## src/logic/mpp_pkg.sv

```systemverilog
package mpp_pkg;

  localparam int unsigned ADDR_W = 8;
  localparam int unsigned DATA_W = 16;
  localparam int unsigned RT_ADDR_W = 5;
  localparam int unsigned IRQ_W = 4;

  // Byte addresses of the register words on the plain register port.
  localparam logic [ADDR_W-1:0] OFS_CTRL = 8'h00;
  localparam logic [ADDR_W-1:0] OFS_CFG = 8'h04;
  localparam logic [ADDR_W-1:0] OFS_IRQ_STAT = 8'h08;
  localparam logic [ADDR_W-1:0] OFS_IRQ_MASK = 8'h0c;

  // Field positions inside mode_code_control_word.
  localparam int unsigned BIT_SELECT = 10;
  localparam int unsigned BIT_BROADCAST_RECEIVED = 9;
  localparam int unsigned BIT_ACK = 8;
  localparam int unsigned BIT_STOP = 3;
  localparam int unsigned BIT_ENABLE = 2;

  // Field positions inside the configuration word.
  localparam int unsigned CFG_BIT_BINV = 0;
  localparam int unsigned CFG_BIT_TEN = 1;
  localparam int unsigned CFG_BIT_SOFT_RESET_CMD = 2;

  // Interrupt status and mask layout.
  localparam int unsigned IRQ_BROADCAST_RECEIVED = 0;
  localparam int unsigned IRQ_ACK_ON = 1;
  localparam int unsigned IRQ_ACK_OFF = 2;
  localparam int unsigned IRQ_DONE = 3;

  localparam logic [RT_ADDR_W-1:0] BROADCAST_RECEIVED_RT_ADDR = 5'h1f;
  localparam logic [DATA_W-1:0] DATA_ZERO = 16'h0000;
  localparam logic [IRQ_W-1:0] IRQ_ZERO = 4'h0;
  localparam logic SYNC_IDLE = 1'b1;

  typedef struct packed {
    logic wr;
    logic rd;
    logic [ADDR_W-1:0] addr;
    logic [DATA_W-1:0] wdata;
  } mpp_bus_req_type;

  typedef struct packed {
    logic start;
    logic broadcast_tr;
    logic [RT_ADDR_W-1:0] rt_addr;
  } mpp_msg_start_type;

  typedef struct packed {
    logic done;
    logic error_free;
  } mpp_msg_end_type;

endpackage : mpp_pkg

```

## src/logic/mpp_mode_ctrl.sv

```systemverilog
`timescale 1ns/1ps
module mpp_mode_ctrl (
  input wire logic ref_clk_i, // Device clock, 100 MHz.
  input wire logic sys_rst_i, // Synchronous reset, active high.
  input wire logic master_reset_pin_n_i, // Master reset pin, active low.
  input wire mpp_pkg::mpp_bus_req_type bus_req_i, // Register port request.
  output logic [mpp_pkg::DATA_W-1:0] bus_rdata_o, // Read data, cycle after read.
  input wire mpp_pkg::mpp_msg_start_type msg_start_i, // New command for this mode code.
  input wire mpp_pkg::mpp_msg_end_type msg_end_i, // Message completion.
  output logic msg_busy_o, // A message is in progress.
  output logic buf_pingpong_o, // Current message uses ping-pong handling.
  output logic buf_ptr_b_o, // Current message uses pointer B.
  output logic irq_o // Interrupt request, active high.
);
  import mpp_pkg::*;

  typedef struct packed {
    logic broadcast_received;
    logic pingpong_active_ack;
    logic pingpong_stop_request;
    logic pingpong_buffer_enable;
    logic next_buffer_select;
    logic busy;
    logic cur_pingpong;
    logic cur_ptr_b;
    logic broadcast_invalidate;
    logic terminal_enable;
    logic [IRQ_W-1:0] irq_mask;
    logic irq;
    logic [DATA_W-1:0] rdata;
  } mpp_state_type;

  localparam mpp_state_type STATE_RESET = '{
    broadcast_received: 1'b0,
    pingpong_active_ack: 1'b0,
    pingpong_stop_request: 1'b0,
    pingpong_buffer_enable: 1'b0,
    next_buffer_select: 1'b0,
    busy: 1'b0,
    cur_pingpong: 1'b0,
    cur_ptr_b: 1'b0,
    broadcast_invalidate: 1'b0,
    terminal_enable: 1'b0,
    irq_mask: IRQ_ZERO,
    irq: 1'b0,
    rdata: DATA_ZERO
  };

  function automatic logic is_hit(input logic [ADDR_W-1:0] addr,
                                  input logic [ADDR_W-1:0] ofs);
    is_hit = (addr == ofs);
  endfunction : is_hit

  function automatic logic is_broadcast_received_addr(input logic [RT_ADDR_W-1:0] rt_addr);
    is_broadcast_received_addr = (rt_addr == BROADCAST_RECEIVED_RT_ADDR);
  endfunction : is_broadcast_received_addr

  mpp_state_type st;
  mpp_state_type next_st;

  logic master_reset_n_sync;
  logic soft_reset;
  logic ctrl_clear;
  logic accept;
  logic finish;
  logic [IRQ_W-1:0] irq_set;
  logic [IRQ_W-1:0] irq_clr;
  logic [IRQ_W-1:0] irq_status;
  logic irq_any;
  logic [DATA_W-1:0] ctrl_word;
  logic [DATA_W-1:0] cfg_word;

  mpp_sync2 u_mr_sync (
    .ref_clk_i(ref_clk_i),
    .sys_rst_i(sys_rst_i),
    .async_i(master_reset_pin_n_i),
    .sync_o(master_reset_n_sync)
  );

  // The soft reset bit is a command: it acts in the cycle it is written and never stores.
  assign soft_reset = bus_req_i.wr && is_hit(bus_req_i.addr, OFS_CFG)
                      && bus_req_i.wdata[CFG_BIT_SOFT_RESET_CMD];
  assign ctrl_clear = soft_reset || !master_reset_n_sync;

  // Commands to address 31 are not valid while invalidation is on.
  assign accept = msg_start_i.start && !st.busy
                  && !(st.broadcast_invalidate && is_broadcast_received_addr(msg_start_i.rt_addr));
  assign finish = msg_end_i.done && st.busy;
  assign irq_any = |(irq_status & st.irq_mask);

  always_comb
  begin
    ctrl_word = DATA_ZERO;
    ctrl_word[BIT_SELECT] = st.next_buffer_select;
    ctrl_word[BIT_BROADCAST_RECEIVED] = st.broadcast_received;
    ctrl_word[BIT_ACK] = st.pingpong_active_ack;
    ctrl_word[BIT_STOP] = st.pingpong_stop_request;
    ctrl_word[BIT_ENABLE] = st.pingpong_buffer_enable;
    cfg_word = DATA_ZERO;
    cfg_word[CFG_BIT_BINV] = st.broadcast_invalidate;
    cfg_word[CFG_BIT_TEN] = st.terminal_enable;
  end

  always_comb
  begin
    next_st = st;
    if (bus_req_i.wr && is_hit(bus_req_i.addr, OFS_CTRL))
    begin
      next_st.pingpong_stop_request = bus_req_i.wdata[BIT_STOP];
      // Enable writes are dropped unless the terminal is enabled.
      if (st.terminal_enable)
      begin
        next_st.pingpong_buffer_enable = bus_req_i.wdata[BIT_ENABLE];
      end
    end
    if (bus_req_i.wr && is_hit(bus_req_i.addr, OFS_CFG))
    begin
      next_st.broadcast_invalidate = bus_req_i.wdata[CFG_BIT_BINV];
      next_st.terminal_enable = bus_req_i.wdata[CFG_BIT_TEN];
    end
    if (bus_req_i.wr && is_hit(bus_req_i.addr, OFS_IRQ_MASK))
    begin
      next_st.irq_mask = bus_req_i.wdata[IRQ_W-1:0];
    end
    // The acknowledge follows the request only while no message is open.
    if (!st.busy && !msg_start_i.start)
    begin
      next_st.pingpong_active_ack = st.pingpong_buffer_enable
                                    && !st.pingpong_stop_request;
    end
    if (accept)
    begin
      next_st.busy = 1'b1;
      // Ping-pong only while enabled and acknowledged.
      next_st.cur_pingpong = st.pingpong_buffer_enable && st.pingpong_active_ack;
      // Suspended or indexed handling uses the pointer the selector names.
      next_st.cur_ptr_b = st.next_buffer_select;
      if (is_broadcast_received_addr(msg_start_i.rt_addr) && msg_start_i.broadcast_tr)
      begin
        next_st.broadcast_received = 1'b1;
      end
    end
    if (finish)
    begin
      next_st.busy = 1'b0;
      // The selector only moves for clean ping-pong messages.
      if (st.cur_pingpong && msg_end_i.error_free)
      begin
        next_st.next_buffer_select = !st.next_buffer_select;
      end
    end
    next_st.rdata = DATA_ZERO;
    if (bus_req_i.rd)
    begin
      if (is_hit(bus_req_i.addr, OFS_CTRL))
      begin
        next_st.rdata = ctrl_word;
      end
      else if (is_hit(bus_req_i.addr, OFS_CFG))
      begin
        next_st.rdata = cfg_word;
      end
      else if (is_hit(bus_req_i.addr, OFS_IRQ_STAT))
      begin
        next_st.rdata = {{(DATA_W-IRQ_W){1'b0}}, irq_status};
      end
      else if (is_hit(bus_req_i.addr, OFS_IRQ_MASK))
      begin
        next_st.rdata = {{(DATA_W-IRQ_W){1'b0}}, st.irq_mask};
      end
    end
    // Either reset source wipes the control word and aborts an open message.
    if (ctrl_clear)
    begin
      next_st.broadcast_received = 1'b0;
      next_st.pingpong_active_ack = 1'b0;
      next_st.pingpong_stop_request = 1'b0;
      next_st.pingpong_buffer_enable = 1'b0;
      next_st.next_buffer_select = 1'b0;
      next_st.busy = 1'b0;
      next_st.cur_pingpong = 1'b0;
      next_st.cur_ptr_b = 1'b0;
    end
    // The interrupt trails the status by one cycle so that it leaves a flip-flop.
    next_st.irq = irq_any;
  end

  always_ff @(posedge ref_clk_i)
  begin
    if (sys_rst_i)
    begin
      st <= STATE_RESET;
    end
    else
    begin
      st <= next_st;
    end
  end

  always_comb
  begin
    irq_set = IRQ_ZERO;
    irq_set[IRQ_BROADCAST_RECEIVED] = next_st.broadcast_received && !st.broadcast_received;
    irq_set[IRQ_ACK_ON] = next_st.pingpong_active_ack && !st.pingpong_active_ack;
    irq_set[IRQ_ACK_OFF] = !next_st.pingpong_active_ack && st.pingpong_active_ack;
    irq_set[IRQ_DONE] = finish && !ctrl_clear;
    irq_clr = IRQ_ZERO;
    if (bus_req_i.wr && is_hit(bus_req_i.addr, OFS_IRQ_STAT))
    begin
      irq_clr = bus_req_i.wdata[IRQ_W-1:0];
    end
  end

  mpp_sticky_status u_irq_status (
    .ref_clk_i(ref_clk_i),
    .sys_rst_i(sys_rst_i),
    .set_i(irq_set),
    .clr_i(irq_clr),
    .status_o(irq_status)
  );

  assign bus_rdata_o = st.rdata;
  assign msg_busy_o = st.busy;
  assign buf_pingpong_o = st.cur_pingpong;
  assign buf_ptr_b_o = st.cur_ptr_b;
  assign irq_o = st.irq;

  AST_BROADCAST_RECEIVED_SET: assert property (
    @(posedge ref_clk_i) disable iff (sys_rst_i)
    accept && is_broadcast_received_addr(msg_start_i.rt_addr) && msg_start_i.broadcast_tr && !ctrl_clear
    |=> st.broadcast_received && st.busy)
    else $error("broadcast flag not set by valid broadcast transmit command");

  AST_BINV_REJECT: assert property (
    @(posedge ref_clk_i) disable iff (sys_rst_i)
    msg_start_i.start && !st.busy && st.broadcast_invalidate && !ctrl_clear
    && is_broadcast_received_addr(msg_start_i.rt_addr)
    |=> !st.busy && $stable(st.broadcast_received))
    else $error("address 31 command accepted while invalidated");

  AST_RESET_CLEAR: assert property (
    @(posedge ref_clk_i) disable iff (sys_rst_i)
    ctrl_clear |=> !st.broadcast_received && !st.next_buffer_select && !st.busy)
    else $error("control word not cleared by reset");

  AST_ACK_ON: assert property (
    @(posedge ref_clk_i) disable iff (sys_rst_i)
    !st.busy && !msg_start_i.start && !ctrl_clear
    && st.pingpong_buffer_enable && !st.pingpong_stop_request
    |=> st.pingpong_active_ack)
    else $error("acknowledge not set while ping-pong active");

  AST_ACK_OFF: assert property (
    @(posedge ref_clk_i) disable iff (sys_rst_i)
    $rose(st.pingpong_stop_request) && !st.busy && !msg_start_i.start
    |=> !st.pingpong_active_ack)
    else $error("acknowledge not cleared after stop request");

  AST_ACK_RESUME: assert property (
    @(posedge ref_clk_i) disable iff (sys_rst_i)
    $fell(st.pingpong_stop_request) && st.pingpong_buffer_enable
    && !st.busy && !msg_start_i.start && !ctrl_clear
    |=> st.pingpong_active_ack)
    else $error("acknowledge not restored after stop request removed");

  AST_SINGLE_BUF: assert property (
    @(posedge ref_clk_i) disable iff (sys_rst_i)
    accept && !ctrl_clear && st.pingpong_buffer_enable && !st.pingpong_active_ack
    |=> !st.cur_pingpong && (st.cur_ptr_b == $past(st.next_buffer_select)))
    else $error("suspended command not handled as single buffer");

  AST_SEL_HOLD: assert property (
    @(posedge ref_clk_i) disable iff (sys_rst_i)
    finish && !st.cur_pingpong && !ctrl_clear
    |=> $stable(st.next_buffer_select))
    else $error("selector moved while suspended");

  AST_PP_MODE: assert property (
    @(posedge ref_clk_i) disable iff (sys_rst_i)
    accept && !ctrl_clear
    |=> st.cur_pingpong == ($past(st.pingpong_buffer_enable) && $past(st.pingpong_active_ack)))
    else $error("buffer mode does not follow enable");

  AST_SEL_TOGGLE: assert property (
    @(posedge ref_clk_i) disable iff (sys_rst_i)
    finish && st.cur_pingpong && msg_end_i.error_free && !ctrl_clear
    |=> st.next_buffer_select != $past(st.next_buffer_select))
    else $error("selector not toggled after clean ping-pong message");

  AST_ACK_FROZEN: assert property (
    @(posedge ref_clk_i) disable iff (sys_rst_i)
    st.busy && !ctrl_clear |=> $stable(st.pingpong_active_ack))
    else $error("acknowledge changed during a message");

  AST_IRQ_LEVEL: assert property (
    @(posedge ref_clk_i) disable iff (sys_rst_i)
    ##1 (irq_o == $past(irq_any)))
    else $error("interrupt output does not follow masked status");

  // A receive-direction command to address 31 must leave the broadcast flag alone.
  AST_BROADCAST_RECEIVED_NEEDS_TR: assert property (
    @(posedge ref_clk_i) disable iff (sys_rst_i)
    accept && !msg_start_i.broadcast_tr && !st.broadcast_received && !ctrl_clear
    |=> !st.broadcast_received)
    else $error("broadcast flag set by receive command");

  AST_ENABLE_GATED: assert property (
    @(posedge ref_clk_i) disable iff (sys_rst_i)
    bus_req_i.wr && is_hit(bus_req_i.addr, OFS_CTRL) && !st.terminal_enable && !ctrl_clear
    |=> $stable(st.pingpong_buffer_enable))
    else $error("buffer enable written while terminal disabled");

  AST_CTRL_CLEAR_HS: assert property (
    @(posedge ref_clk_i) disable iff (sys_rst_i)
    ctrl_clear |=> !st.pingpong_buffer_enable && !st.pingpong_active_ack
    && !st.pingpong_stop_request && !st.cur_pingpong)
    else $error("handshake bits not cleared by reset");

  // Read data must not linger, or a stale word could be taken for a fresh read.
  AST_RDATA_IDLE: assert property (
    @(posedge ref_clk_i) disable iff (sys_rst_i)
    !bus_req_i.rd |=> bus_rdata_o == DATA_ZERO)
    else $error("read data present without a read");

  AST_START_REFUSED: assert property (
    @(posedge ref_clk_i) disable iff (sys_rst_i)
    st.busy && msg_start_i.start && !finish && !ctrl_clear
    |=> st.busy && $stable(st.cur_ptr_b) && $stable(st.cur_pingpong))
    else $error("start accepted while a message is open");

endmodule : mpp_mode_ctrl

```

## src/logic/mpp_sync2.sv

```systemverilog
`timescale 1ns/1ps
module mpp_sync2 (
  input wire logic ref_clk_i, // Device clock.
  input wire logic sys_rst_i, // Synchronous reset, active high.
  input wire logic async_i, // Level from outside the clock domain.
  output logic sync_o // Level after two flip-flops.
);
  import mpp_pkg::*;

  typedef struct packed {
    logic meta;
    logic stable;
  } mpp_sync_state_type;

  mpp_sync_state_type st;
  mpp_sync_state_type next_st;

  always_comb
  begin
    next_st = st;
    next_st.meta = async_i;
    next_st.stable = st.meta;
  end

  always_ff @(posedge ref_clk_i)
  begin
    if (sys_rst_i)
    begin
      st <= {SYNC_IDLE, SYNC_IDLE};
    end
    else
    begin
      st <= next_st;
    end
  end

  assign sync_o = st.stable;

endmodule : mpp_sync2

```

## src/logic/mpp_sticky_status.sv

```systemverilog
`timescale 1ns/1ps
module mpp_sticky_status (
  input wire logic ref_clk_i, // Device clock.
  input wire logic sys_rst_i, // Synchronous reset, active high.
  input wire logic [mpp_pkg::IRQ_W-1:0] set_i, // Event pulses.
  input wire logic [mpp_pkg::IRQ_W-1:0] clr_i, // Write-one-to-clear mask.
  output logic [mpp_pkg::IRQ_W-1:0] status_o // Sticky status bits.
);
  import mpp_pkg::*;

  typedef struct packed {
    logic [IRQ_W-1:0] status;
  } mpp_sticky_state_type;

  mpp_sticky_state_type st;
  mpp_sticky_state_type next_st;

  // A set in the same cycle as its clear wins so no event is lost.
  always_comb
  begin
    next_st = st;
    next_st.status = (st.status & ~clr_i) | set_i;
  end

  always_ff @(posedge ref_clk_i)
  begin
    if (sys_rst_i)
    begin
      st <= '{status: IRQ_ZERO};
    end
    else
    begin
      st <= next_st;
    end
  end

  assign status_o = st.status;

endmodule : mpp_sticky_status

```

## config.mk

```make
export PLATFORM = sky130hd
export DESIGN_NAME = mpp_mode_ctrl
export DESIGN_NICKNAME = d
export VERILOG_FILES = /design/src/logic/mpp_pkg.sv /design/src/logic/mpp_mode_ctrl.sv /design/src/logic/mpp_sync2.sv /design/src/logic/mpp_sticky_status.sv
export SDC_FILE = /design/constraint.sdc
export NUM_CORES = 1
export LEC_CHECK = 0
export CORE_MARGIN = 8
export CORE_UTILIZATION = 62
export CTS_BUF_LIST = sky130_fd_sc_hd__clkbuf_4
export DETAILED_ROUTE_END_ITERATION = 6
export DONT_BUFFER_PORTS = 1
export PLACE_DENSITY = 0.78
export SKIP_LAST_GASP = 1
export SLEW_MARGIN = 20
export SYNTH_ARGS = -nofsm -noshare
export SYNTH_HDL_FRONTEND = slang
export SYNTH_SLANG_ARGS = --single-unit
export TNS_END_PERCENT = 10
```

## constraint.sdc

```tcl
create_clock -name ref_clk_i -period 4.4 [get_ports ref_clk_i]
set_input_delay 0.88 -clock ref_clk_i [delete_from_list [all_inputs] [get_ports ref_clk_i]]
set_output_delay 0.88 -clock ref_clk_i [all_outputs]
set_load 0.01 [all_outputs]
```

==> run metrics <==
run status finished clean; first-pass GRT wire length 4.17 mm; CTS tree yes; drt pass-1 iters 4; Initial DRC Count 16; internal reg-to-reg setup slack 3.01 ns; CP max FO 10; Synth warnings 0; endpoints failing setup 0; TritonCTS Buffers 3; dpl cell area 1220 um^2; CTS clk-pin slew, worst paths 0.15 ns; Initial Util 0.662; vias in the first global route 886; drt wl/cell 16.7 um; Crit Path Class in -> reg; Post-DP HPWL 2.15 mm; drt total wl 2.70 mm; crit path buf inv count 0; via count 960; fill count 170; Syn-to-layout area delta -4.05%; Final #Nets 173; dominant synthesized flop cell dfxtp_1; Routed Antenna Nets 0; Core ar. 1960 um^2; most common cell after layout, fill and taps aside dfxtp_1; CP cell instances nor3b_1 -> a41o_1 -> nor3b_1 -> a31o_2; cells after synthesis 142; Peak VDD IR 0.177 mV; Avg Cell Area, Syn 9.15 um^2; total leakage power 0.532 nW; Pwr Total 384 uW; initial antenna violation count 0; sequential area share after synthesis 0.432; worst slew pin tran 0.664 ns; CTS resizes 0; placed cells 157; ANT cells 0; # Post-CTS Setup Buffers 0; pwr/cell area 309 nW/um^2; most frequent cells in the layout 28 x dfxtp_1, 25 x nor2_1, 12 x mux2i_1; DR vias/cell 5.96; max frequency 493 MHz; H-tree depth 1; synth unique cells 33; Die Y 61.8 um; slowest stage cell, crit path nor3b_1; CTS Root Cell clkbuf_4; Mapped Area 1300 um^2; element type at the critical path start primary input; clock skew 0.00738 ns; Fin. Hold Viols 0; Clock Latency Late Sink 0.33 ns; FF+latch count, synth 28; clock period minus worst slack 2.03 ns; die area 3820 um^2; routability cong. 0.847; DIE WIDTH 61.8 um; crit end category register; final instance area 1250 um^2; Data arrival, critical path 2.26 ns; slowest cell delay on critical path 0.54 ns; Slew HR 0.556; share of layout cells above drive strength 1 0.0597; Max Cap Viol 0; Worst EP required 4.64 ns; Worst Hold Class reg -> reg; IO Pins 58; worst-case clock buffer depth 2; WHS 0.425 ns; CP delay by family, top compound AO/OA/AOI/OAI gates; remaining global-route overflow 0; RSZ-0062 raised after global routing no; gr usage total 0.147; Port Buffer Count 0; Rows 16; most frequent cell on the critical path nor3b_1; Post-Route Setup TNS 0 ns; FFs w/ async S/R, synth 0; Slew Limit Fails 0; DRC Markers 0; Sink Count 28; number of synthesized flops with an enable pin 0; fin cells 161; Tcrit/Tclk final 0.461; largest net degree at the start of global routing 16; # hold bufs at CTS 0
## logic make-up after synthesis
family,Yosys count,synth area share
AND/OR/NAND/NOR,56,0.237
multiplexers,12,0.0925
XOR/XNOR,1,0.00674
flip-flops,28,0.432
buffers and inverters,26,0.127
AO/OA/AOI/OAI,18,0.102
other,1,0.00289
## area by class of cell
cell class,count,area [um^2],area share
Tap cell,27,33.8,0.0271
Multi-Input combinational cell,96,603,0.484
Clock inverter,1,3.75,0.00301
Clock buffer,3,22.5,0.0181
Inverter,6,22.5,0.0181
Sequential cell,28,561,0.450
## worst paths after layout
kind	start	end	cells past startpoint
worst max-delay path	bus_req_i[21]	u_irq_status.status_o[0]	4
worst min-delay path	u_mr_sync.next_st[0]	u_mr_sync.sync_o	1
worst max register to register	msg_busy_o	buf_pingpong_o	3
worst min register to register	u_mr_sync.next_st[0]	u_mr_sync.sync_o	1
## per-stage QoR
stage	util	worst slack, ns
final	0.635	2.37
after global routing	0.635	2.31
after CTS	0.635	2.41
after floorplan	-	2.36
after global placement	0.622	2.07
after detailed placement	0.622	2.05
## registers in the layout, summed over array words and instances (netlist names)
signal / count
buf_pingpong_o: 1
buf_ptr_b_o: 1
bus_rdata_o: 7
cfg_word: 2
ctrl_word: 5
irq_o: 1
msg_busy_o: 1
st: 4
u_irq_status.status_o: 4
u_mr_sync.next_st: 1
u_mr_sync.sync_o: 1
## layer usage
metal  vias up  track usage  part of all wire  routed length (um)
met5         -            0                 0                   0
met4         0       0.0682             0.012                  32
met3         4       0.0432             0.095                 255
met2        40        0.250              0.47                1280
met1       451        0.166              0.42                1130
li1        465            -                 -                   -
## worst reg2reg max path, delay by kind of cell, from the launching register on
| family | cells | cell delay (ns) |
|---|---|---|
| AOI/OAI and AO/OA | 1 | 0.55 |
| DFF | 1 | 0.43 |
| muxes | 1 | 0.27 |
| and+or+nand+nor | 1 | 0.05 |
## cell usage after synthesis, drive strengths merged (2+ instances only)
| cell | n | share of area |
|---|---|---|
| a31oi | 2 | 0.0096 |
| nor2 | 25 | 0.072 |
| nor2b | 2 | 0.012 |
| nand3 | 6 | 0.023 |
| nand2 | 2 | 0.0058 |
| buf | 18 | 0.10 |
| nor4 | 3 | 0.026 |
| nand4 | 5 | 0.024 |
| dfxtp | 28 | 0.43 |
| a31o | 2 | 0.013 |
| and3 | 4 | 0.019 |
| nor3b | 2 | 0.012 |
| inv | 6 | 0.017 |
| mux2i | 12 | 0.092 |
| a22oi | 2 | 0.012 |
| and4 | 2 | 0.013 |
| a311oi | 3 | 0.020 |
| or2 | 2 | 0.0096 |
| clkbuf | 2 | 0.0058 |
| a21oi | 4 | 0.015 |
## power by group
part           leakage, nW  internal, mW  switching (mW)
sequential           0.226         0.256         0.00268
clock               0.0154        0.0333          0.0732
combinational        0.290       0.00693          0.0124
total                0.532         0.296          0.0883
(Power assumes the default switching activity.)
